--- src/rtl/eepc_params.svh ---
// timing counts, command addresses and data for the eeprom host controller
`ifndef EEPC_PARAMS_SVH
`define EEPC_PARAMS_SVH
`define EEPC_CLK_NS         8
`define EEPC_STROBE_NS      100
`define EEPC_STROBE_CYC     ((`EEPC_STROBE_NS + `EEPC_CLK_NS - 1) / `EEPC_CLK_NS)
`define EEPC_SETUP_CYC      2
`define EEPC_BYTE_GAP_US    200
`define EEPC_BYTE_GAP_CYC   ((`EEPC_BYTE_GAP_US * 1000) / `EEPC_CLK_NS)
`define EEPC_PROG_MS        10
`define EEPC_PROG_CYC       ((`EEPC_PROG_MS * 1000000) / `EEPC_CLK_NS)
`define EEPC_READ_CYC       32
`define EEPC_ADDR_A         13'h1555
`define EEPC_ADDR_B         13'h0aaa
`define EEPC_DATA_AA        8'haa
`define EEPC_DATA_55        8'h55
`define EEPC_DATA_A0        8'ha0
`define EEPC_DATA_80        8'h80
`define EEPC_DATA_20        8'h20
`define EEPC_PAGE_BYTES     64
`endif

--- src/rtl/eepc_pkg.sv ---
// types of the eeprom host controller
package eepc_pkg;
    typedef enum logic [1:0] {
        EEPC_OP_READ,
        EEPC_OP_WRITE,
        EEPC_OP_PROT_ON,
        EEPC_OP_PROT_OFF
    } eepc_op_type;
endpackage

--- src/rtl/eepc_bus_if.sv ---
// bus cycle request and completion between the sequencer and strobe engine
`timescale 1ns/1ns
interface eepc_bus_if;
    logic        start;
    logic        is_write;
    logic [12:0] addr;
    logic [7:0]  wdata;
    logic        done;
    logic [7:0]  rdata;
    modport master (output start, output is_write, output addr, output wdata,
                    input done, input rdata);
    modport engine (input start, input is_write, input addr, input wdata,
                    output done, output rdata);
endinterface

--- src/rtl/eepc_host.sv ---
// host controller for a parallel page-write eeprom with software protection
`timescale 1ns/1ns
`include "eepc_params.svh"
// Notes on behaviour
// - write needs select and write strobe low with output drive high
// - host loads each next byte within two hundred microseconds
// - with protection on, every page write needs the unlock prefix
// - unlock: aa at 1555, 55 at 0aaa, a0 at 1555, then data
// - unlock writes use ordinary write timing
// - protection takes effect only once a page byte follows the prefix
// - disable: six prefix writes then at least one page byte
module eepc_host
    import eepc_pkg::*;
(
    input  wire logic        clock,
    input  wire logic        sys_rst,
    input  wire logic        req_valid,
    output logic             req_ready,
    input  wire eepc_op_type req_op,
    input  wire logic [12:0] req_addr,
    input  wire logic [6:0]  req_count,
    input  wire logic [7:0]  wr_byte_data,
    output logic [5:0]       wr_byte_index,
    output logic             wr_byte_take,
    output logic [7:0]       rd_data,
    output logic             rd_valid,
    output logic             busy,
    output logic             timeout_err,
    output logic             chip_select_n,
    output logic             output_drive_n,
    output logic             write_strobe_n,
    output logic [12:0]      mem_addr,
    output logic [7:0]       data_pins_out,
    output logic             data_pins_oe,
    input  wire logic [7:0]  data_pins_in
);
    typedef enum logic [2:0] {
        EEPC_H_IDLE, EEPC_H_PREFIX, EEPC_H_DATA, EEPC_H_READ, EEPC_H_POLL, EEPC_H_PWAIT
    } eepc_hst_type;

    eepc_bus_if bus ();

    eepc_hst_type st_r, st_nxt;
    eepc_op_type  op_r, op_nxt;
    logic [2:0]   step_r, step_nxt;     // prefix step index
    logic [6:0]   left_r, left_nxt;     // page bytes still to load
    logic [5:0]   idx_r, idx_nxt;
    logic [12:0]  base_r, base_nxt;
    logic [7:0]   last_r, last_nxt;     // last byte loaded, for polling
    logic [23:0]  tmr_r, tmr_nxt;       // gap and programming watchdog
    logic         issued_r, issued_nxt;
    logic [7:0]   rdd_r, rdd_nxt;
    logic         rdv_r, rdv_nxt, err_r, err_nxt;
    logic [12:0]  pfx_addr;
    logic [7:0]   pfx_data;
    logic [2:0]   pfx_len;

    // ************************************************
    // command prefix tables
    // ************************************************
    always_comb begin
        pfx_len  = (op_r == EEPC_OP_PROT_OFF) ? 3'd6 : 3'd3;
        pfx_addr = `EEPC_ADDR_A;
        pfx_data = `EEPC_DATA_AA;
        unique case (step_r)
            3'd0: pfx_data = `EEPC_DATA_AA;
            3'd1: begin pfx_addr = `EEPC_ADDR_B; pfx_data = `EEPC_DATA_55; end
            3'd2: pfx_data = (op_r == EEPC_OP_PROT_OFF) ? `EEPC_DATA_80 : `EEPC_DATA_A0;
            3'd3: pfx_data = `EEPC_DATA_AA;
            3'd4: begin pfx_addr = `EEPC_ADDR_B; pfx_data = `EEPC_DATA_55; end
            3'd5: pfx_data = `EEPC_DATA_20;
            default: pfx_data = `EEPC_DATA_AA;
        endcase
    end

    // ************************************************
    // bus cycle requests
    // ************************************************
    always_comb begin
        bus.start    = 1'b0;
        bus.is_write = 1'b1;
        bus.addr     = pfx_addr;
        bus.wdata    = pfx_data;
        wr_byte_take = 1'b0;
        unique case (st_r)
            EEPC_H_PREFIX: bus.start = !issued_r;
            EEPC_H_DATA: begin
                bus.start    = !issued_r;
                bus.addr     = {base_r[12:6], idx_r};
                bus.wdata    = wr_byte_data;
                wr_byte_take = !issued_r;
            end
            EEPC_H_READ, EEPC_H_POLL: begin
                bus.start    = !issued_r;
                bus.is_write = 1'b0;
                bus.addr     = (st_r == EEPC_H_POLL) ? {base_r[12:6], idx_r} : base_r;
            end
            default: bus.start = 1'b0;
        endcase
    end

    // ************************************************
    // operation sequencer
    // ************************************************
    always_comb begin
        st_nxt     = st_r;
        op_nxt     = op_r;
        step_nxt   = step_r;
        left_nxt   = left_r;
        idx_nxt    = idx_r;
        base_nxt   = base_r;
        last_nxt   = last_r;
        tmr_nxt    = (tmr_r != 24'h000000) ? tmr_r - 24'h000001 : tmr_r;
        issued_nxt = issued_r | bus.start;
        rdd_nxt    = rdd_r;
        rdv_nxt    = 1'b0;
        err_nxt    = err_r;
        unique case (st_r)
            EEPC_H_IDLE: begin
                issued_nxt = 1'b0;
                if (req_valid) begin
                    op_nxt   = req_op;
                    base_nxt = req_addr;
                    idx_nxt  = req_addr[5:0];
                    step_nxt = 3'd0;
                    err_nxt  = 1'b0;
                    // at least one byte so protect changes take effect
                    left_nxt = (req_count == 7'h00) ? 7'h01 : req_count;
                    if (req_count > 7'(`EEPC_PAGE_BYTES))
                        left_nxt = 7'(`EEPC_PAGE_BYTES);
                    unique case (req_op)
                        EEPC_OP_READ:  st_nxt = EEPC_H_READ;
                        EEPC_OP_WRITE: st_nxt = EEPC_H_DATA;
                        default:       st_nxt = EEPC_H_PREFIX;
                    endcase
                end
            end
            EEPC_H_PREFIX: if (bus.done) begin
                issued_nxt = 1'b0;
                tmr_nxt    = 24'(`EEPC_BYTE_GAP_CYC);
                step_nxt   = step_r + 3'd1;
                if (step_r + 3'd1 == pfx_len)
                    st_nxt = EEPC_H_DATA;
            end
            EEPC_H_DATA: if (bus.done) begin
                issued_nxt = 1'b0;
                last_nxt   = bus.wdata;
                // a late byte means the device already closed the page
                if (tmr_r == 24'h000000 && (op_r != EEPC_OP_WRITE || left_r != 7'h00)
                    && step_r != 3'd7 && op_r != EEPC_OP_WRITE)
                    err_nxt = 1'b1;
                tmr_nxt  = 24'(`EEPC_BYTE_GAP_CYC);
                step_nxt = 3'd7;
                left_nxt = left_r - 7'h01;
                if (left_r == 7'h01) begin
                    tmr_nxt = 24'(`EEPC_PROG_CYC);
                    st_nxt  = EEPC_H_POLL;
                end else
                    idx_nxt = idx_r + 6'h01;
            end
            EEPC_H_READ: if (bus.done) begin
                rdd_nxt = bus.rdata;
                rdv_nxt = 1'b1;
                st_nxt  = EEPC_H_IDLE;
            end
            // complement of last byte means programming still running
            EEPC_H_POLL: if (bus.done) begin
                issued_nxt = 1'b0;
                if (bus.rdata == last_r)
                    st_nxt = EEPC_H_IDLE;
                else if (tmr_r == 24'h000000) begin
                    err_nxt = 1'b1;
                    st_nxt  = EEPC_H_IDLE;
                end
            end
            default: st_nxt = EEPC_H_IDLE;
        endcase
    end

    always_ff @(posedge clock) begin
        if (sys_rst) begin
            st_r     <= EEPC_H_IDLE;
            op_r     <= EEPC_OP_READ;
            step_r   <= 3'd0;
            left_r   <= 7'h00;
            idx_r    <= 6'h00;
            base_r   <= 13'h0000;
            last_r   <= 8'h00;
            tmr_r    <= 24'h000000;
            issued_r <= 1'b0;
            rdd_r    <= 8'h00;
            rdv_r    <= 1'b0;
            err_r    <= 1'b0;
        end else begin
            st_r     <= st_nxt;
            op_r     <= op_nxt;
            step_r   <= step_nxt;
            left_r   <= left_nxt;
            idx_r    <= idx_nxt;
            base_r   <= base_nxt;
            last_r   <= last_nxt;
            tmr_r    <= tmr_nxt;
            issued_r <= issued_nxt;
            rdd_r    <= rdd_nxt;
            rdv_r    <= rdv_nxt;
            err_r    <= err_nxt;
        end
    end

    // ************************************************
    // outputs
    // ************************************************
    assign req_ready     = (st_r == EEPC_H_IDLE);
    assign busy          = (st_r != EEPC_H_IDLE);
    assign wr_byte_index = idx_r;
    assign rd_data       = rdd_r;
    assign rd_valid      = rdv_r;
    assign timeout_err   = err_r;

    eepc_strobe u_strobe (
        .clock          (clock),
        .sys_rst        (sys_rst),
        .bus            (bus.engine),
        .chip_select_n  (chip_select_n),
        .output_drive_n (output_drive_n),
        .write_strobe_n (write_strobe_n),
        .mem_addr       (mem_addr),
        .data_pins_out  (data_pins_out),
        .data_pins_oe   (data_pins_oe),
        .data_pins_in   (data_pins_in)
    );
endmodule

--- src/rtl/eepc_strobe.sv ---
// single asynchronous bus cycle engine driving the memory control pins
`timescale 1ns/1ns
`include "eepc_params.svh"
module eepc_strobe
    import eepc_pkg::*;
(
    input  wire logic      clock,
    input  wire logic      sys_rst,
    eepc_bus_if.engine     bus,
    output logic           chip_select_n,
    output logic           output_drive_n,
    output logic           write_strobe_n,
    output logic [12:0]    mem_addr,
    output logic [7:0]     data_pins_out,
    output logic           data_pins_oe,
    input  wire logic [7:0] data_pins_in
);
    typedef enum logic [1:0] {EEPC_S_IDLE, EEPC_S_SETUP, EEPC_S_STROBE, EEPC_S_HOLD}
        eepc_sst_type;
    eepc_sst_type st_r, st_nxt;
    logic [7:0]   cnt_r, cnt_nxt;
    logic         wr_r, wr_nxt;
    logic [12:0]  addr_r, addr_nxt;
    logic [7:0]   wd_r, wd_nxt, rd_r, rd_nxt;
    logic         done_r, done_nxt;

    // ************************************************
    // cycle sequencing
    // ************************************************
    always_comb begin
        st_nxt   = st_r;
        cnt_nxt  = cnt_r;
        wr_nxt   = wr_r;
        addr_nxt = addr_r;
        wd_nxt   = wd_r;
        rd_nxt   = rd_r;
        done_nxt = 1'b0;
        unique case (st_r)
            EEPC_S_IDLE: begin
                if (bus.start) begin
                    wr_nxt   = bus.is_write;
                    addr_nxt = bus.addr;
                    wd_nxt   = bus.wdata;
                    cnt_nxt  = 8'(`EEPC_SETUP_CYC);
                    st_nxt   = EEPC_S_SETUP;
                end
            end
            // address settles before the strobe so the late edge latches it
            EEPC_S_SETUP: begin
                cnt_nxt = cnt_r - 8'h01;
                if (cnt_r == 8'h01) begin
                    cnt_nxt = wr_r ? 8'(`EEPC_STROBE_CYC) : 8'(`EEPC_READ_CYC);
                    st_nxt  = EEPC_S_STROBE;
                end
            end
            // strobe far wider than the noise filter so it always counts
            EEPC_S_STROBE: begin
                cnt_nxt = cnt_r - 8'h01;
                if (cnt_r == 8'h01) begin
                    rd_nxt  = data_pins_in;
                    cnt_nxt = 8'(`EEPC_SETUP_CYC);
                    st_nxt  = EEPC_S_HOLD;
                end
            end
            // data held past the first rising edge
            EEPC_S_HOLD: begin
                cnt_nxt = cnt_r - 8'h01;
                if (cnt_r == 8'h01) begin
                    done_nxt = 1'b1;
                    st_nxt   = EEPC_S_IDLE;
                end
            end
        endcase
    end

    always_ff @(posedge clock) begin
        if (sys_rst) begin
            st_r   <= EEPC_S_IDLE;
            cnt_r  <= 8'h00;
            wr_r   <= 1'b0;
            addr_r <= 13'h0000;
            wd_r   <= 8'h00;
            rd_r   <= 8'h00;
            done_r <= 1'b0;
        end else begin
            st_r   <= st_nxt;
            cnt_r  <= cnt_nxt;
            wr_r   <= wr_nxt;
            addr_r <= addr_nxt;
            wd_r   <= wd_nxt;
            rd_r   <= rd_nxt;
            done_r <= done_nxt;
        end
    end

    // ************************************************
    // pin drive
    // ************************************************
    always_comb begin
        chip_select_n  = !(st_r != EEPC_S_IDLE);
        write_strobe_n = !(wr_r && st_r == EEPC_S_STROBE);
        output_drive_n = !(!wr_r && st_r == EEPC_S_STROBE);
        data_pins_oe   = wr_r && st_r != EEPC_S_IDLE;  // never while the device drives
    end
    assign mem_addr      = addr_r;
    assign data_pins_out = wd_r;
    assign bus.done      = done_r;
    assign bus.rdata     = rd_r;
endmodule

--- config.mk ---
export PLATFORM = sky130hd
export DESIGN_NAME = eepc_host
export DESIGN_NICKNAME = d
export VERILOG_FILES = /design/src/rtl/eepc_pkg.sv /design/src/rtl/eepc_bus_if.sv /design/src/rtl/eepc_host.sv /design/src/rtl/eepc_strobe.sv
export VERILOG_INCLUDE_DIRS = /design/src /design/src/rtl
export SDC_FILE = /design/constraint.sdc
export NUM_CORES = 1
export LEC_CHECK = 0
export BUFFER_PORTS_ARGS = -buffer_cell sky130_fd_sc_hd__buf_4
export CAP_MARGIN = 20
export CELL_PAD_IN_SITES_DETAIL_PLACEMENT = 2
export CELL_PAD_IN_SITES_GLOBAL_PLACEMENT = 2
export CORE_MARGIN = 2
export CORE_UTILIZATION = 36
export DETAILED_ROUTE_END_ITERATION = 12
export PLACE_DENSITY_LB_ADDON = 0.1
export SYNTH_ARGS = -nofsm -noshare
export SYNTH_HDL_FRONTEND = slang
export SYNTH_SLANG_ARGS = --single-unit
--- constraint.sdc ---
create_clock -name clock -period 4.25 [get_ports clock]
set_clock_uncertainty 0.15 [all_clocks]
set_input_delay 0 -clock clock [delete_from_list [all_inputs] [get_ports clock]]
set_output_delay 0 -clock clock [all_outputs]
set_load 0.05 [all_outputs]
==> flow_summary.toml <==
[logic_synthesis]
ys_ff_latch = 118
synth.top_cells.by_count = "sky130_fd_sc_hd__nand2_1, sky130_fd_sc_hd__dfxtp_1, sky130_fd_sc_hd__a21oi_1"
async_flop_share_pct = 0
synth_most_common_cell = "sky130_fd_sc_hd__nand2_1"
syn-num-nets = 821
synth_largest_type_area_fraction_pct = 39.24
avg_synthesized_cell_area_um2 = 7.879
synth_cell_types = 66
yosysWarnings = 0
netlist_instances = 764
yosysSeqAreaShare_pct = 39.24
synth_top_cells_by_area = "sky130_fd_sc_hd__dfxtp_1, sky130_fd_sc_hd__a21oi_1, sky130_fd_sc_hd__nand2_1"
synth_area_leader_cell = "sky130_fd_sc_hd__dfxtp_1"
synth_edf_count = 0
syn-cell-area_um2 = 6020
synth_flop_cell = "sky130_fd_sc_hd__dfxtp_1"

[power]
pwr_density_cell_nw_per_um2 = 807.9
cellLeakagePower_nw = 3.046
worst_ir_drop_vdd_mv = 0.3402

[placed_design]
dpl.cell_count = 1030
place_congestion = 0.8401
hpwlAfterDp_um = 15230
port-buffer-count = 84

[drt]
number_of_iterations_in_the_first_detailed_routing_pass = 6
route.vias.total = 6400
drtAntennaViolNets = 0
avgViaCountPerCell = 5.761
wl_per_cell_um = 22.50
finalWirelength_um = 25000
detailed_route_iter0_violations = 307
post-route-drc-count = 0

[critical_path]
ff2ff_path_depth = 7
setup.worst_path.start = "st_r[0]"
worst-setup-path-type = "register to register"
worst-endpoint-arrival_ps = 3630
crit_path_max_fanout = 26
crit_required_ps = 4360
rrSetupSlack_ps = 730
critical_path.endpoint_type = "register"
worst_setup_path_start_kind = "register"
rr_startpoint = "st_r[0]"

[global_route]
gr-total-overflow = 0
grt_max_degree = 60
vias_in_the_first_global_route = 7239
antenna_found_initial = 1
first_pass_grt_wire_length_um = 40630
grtUsageTotal_pct = 28.89

[finish]
post_layout_nonfiller_instances = 1111
util_after_layout_pct = 48.40
area_growth_pct = 32.38
number_of_filler_instances_in_the_final_layout = 1800
design.final.nets = 934
post_route_cells_drive_above_1_share_pct = 16.40

[clock_tree]
cts_tree = "done"
post-cts-setup-buffers = 0
cts.clk_slew.worst_paths_ps = 60
cts_made_buffers = 17
post_cts_hold_buffer_count = 48
cts.path.max_buffers = 2
post_cts.resized_instances = 0
cts.sink_count = 118
worst_skew_pair.late_latency_ps = 410
clock-root-buffer = "sky130_fd_sc_hd__clkbuf_16"
cts.htree.levels = 4

[timing]
max_clock_freq_mhz = 284.2
crit_share_post_route_pct = 82.80
finalCriticalPeriod_ps = 3519
rsz0062_at_grt = "no"
fin_setup_tns_ps = 0
timing.slew.headroom_pct = 36.32
final-hold-violation-count = 0
finalSetupViolations = 0
timing_max_transition_violations_final = 0
tightest_slew_ps = 953.9

[run_status]
run_status = "completed"

[floorplan]
floorplan.die.width_um = 133.3
die_area_um2 = 17770
vert_die_dim_um = 133.3
core.rowCount = 47
num_io_pins = 85
starting_density_of_the_core_pct = 36.56
design.core.area_um2 = 16470

[job]
drv.max_cap_violation_count = 0

[hold_path]
worst_hold_path.num_cells = 6
min_delay_src = "req_count[6]"
hold_class = "input pin to register"
-- worst max-delay path, stage by stage, from the launching register on --
cell and delay [ps]:
sky130_fd_sc_hd__dfxtp_1 940, sky130_fd_sc_hd__inv_1 350, sky130_fd_sc_hd__nand3_1 240, sky130_fd_sc_hd__clkinv_1 250, sky130_fd_sc_hd__nor3_1 240, sky130_fd_sc_hd__nand2_1 430
sky130_fd_sc_hd__a2111oi_0 650, sky130_fd_sc_hd__nor3_1 120
-- cell type report --
type / instances / area, um2 / area share, %
Tap cell: 220 / 275.3 / 3.454
Sequential cell: 118 / 2362 / 29.64
Multi-Input combinational cell: 581 / 3420 / 42.91
Inverter: 20 / 75.07 / 0.9421
Timing Repair Buffer: 139 / 1164 / 14.60
Clock inverter: 13 / 227.7 / 2.858
Clock buffer: 19 / 442.9 / 5.558
Antenna cell: 1 / 2.502 / 0.03140
-- per-layer routing --
| metal | vias to the layer above | share of wire [%] | global-route usage, % |
|---|---|---|---|
| li1 | 2998 | - | - |
| met2 | 120 | 54 | 54.04 |
| met4 | 0 | 1.8 | 8.511 |
| met1 | 3245 | 42 | 33.73 |
| met3 | 37 | 2.9 | 4.718 |
| met5 | - | 0 | 0 |
-- sequential cells by signal, indices dropped and copies added, names as in the netlist --
signal	cells
tmr_r	24
base_r	13
u_strobe.mem_addr	13
last_r	8
rd_data	8
u_strobe.bus.rdata	8
u_strobe.cnt_r	8
u_strobe.data_pins_out	8
left_r	7
wr_byte_index	6
st_r	3
step_r	3
op_r	2
u_strobe.st_r	2
issued_r	1
rd_valid	1
timeout_err	1
u_strobe.bus.done	1
u_strobe.wr_r	1
-- worst paths after layout --
| path | endpoint |
|---|---|
| worst min-delay path | left_r[3] |
| worst max-delay path | u_strobe.mem_addr[3] |
| worst max register to register | u_strobe.mem_addr[3] |
| worst min register to register | rd_data[4] |
-- stage by stage --
| step | power (mW) | hold WS [ps] | instance area, um2 | worst slack, ps |
|---|---|---|---|---|
| finish | 6.438 | 27.87 | 7969 | 730.9 |
| CTS | 6.379 | 4.291 | 7966 | 931.0 |
| global placement | 4.442 | 99.73 | 6815 | 1197 |
| detailed placement | 4.602 | 113.7 | 6815 | 983.3 |
| floorplan | 3.776 | -14.04 | 6020 | 1228 |
| global route | 6.802 | 69.47 | 7969 | 460.2 |
-- report_power, final --
part	leakage (nW)	internal [mW]	switching [mW]
sequential	0.963	1.38	0.343
combinational	1.76	1.04	2.00
clock	0.323	1.11	0.556
-- cell families (layout without fill, tap and decap cells) --
family | after synthesis | count (layout) | share of synthesized area (%)
compound gates | 212 | 212 | 22.18
xor+xnor | 20 | 20 | 2.910
fa+ha+maj | 16 | 16 | 3.326
buf+inv | 65 | 191 | 4.386
flops | 118 | 118 | 39.24
mux | 6 | 6 | 1.060
other cells | 0 | 1 | 0
simple gates | 327 | 327 | 26.90
-- layout by cell type, fill, tap and decap left out, drive strengths merged, types with 13 or more instances in the layout --
master       count
or4             19
nor2            64
dlygate4sd3     48
xnor2           17
a211oi          14
nand2          124
ha              16
nand3           20
a31oi           13
o21ai           25
buf             91
or3             13
clkbuf          19
o211ai          14
a21oi           93
nor3            22
inv             18
dfxtp          118
(Power assumes the default switching activity.)
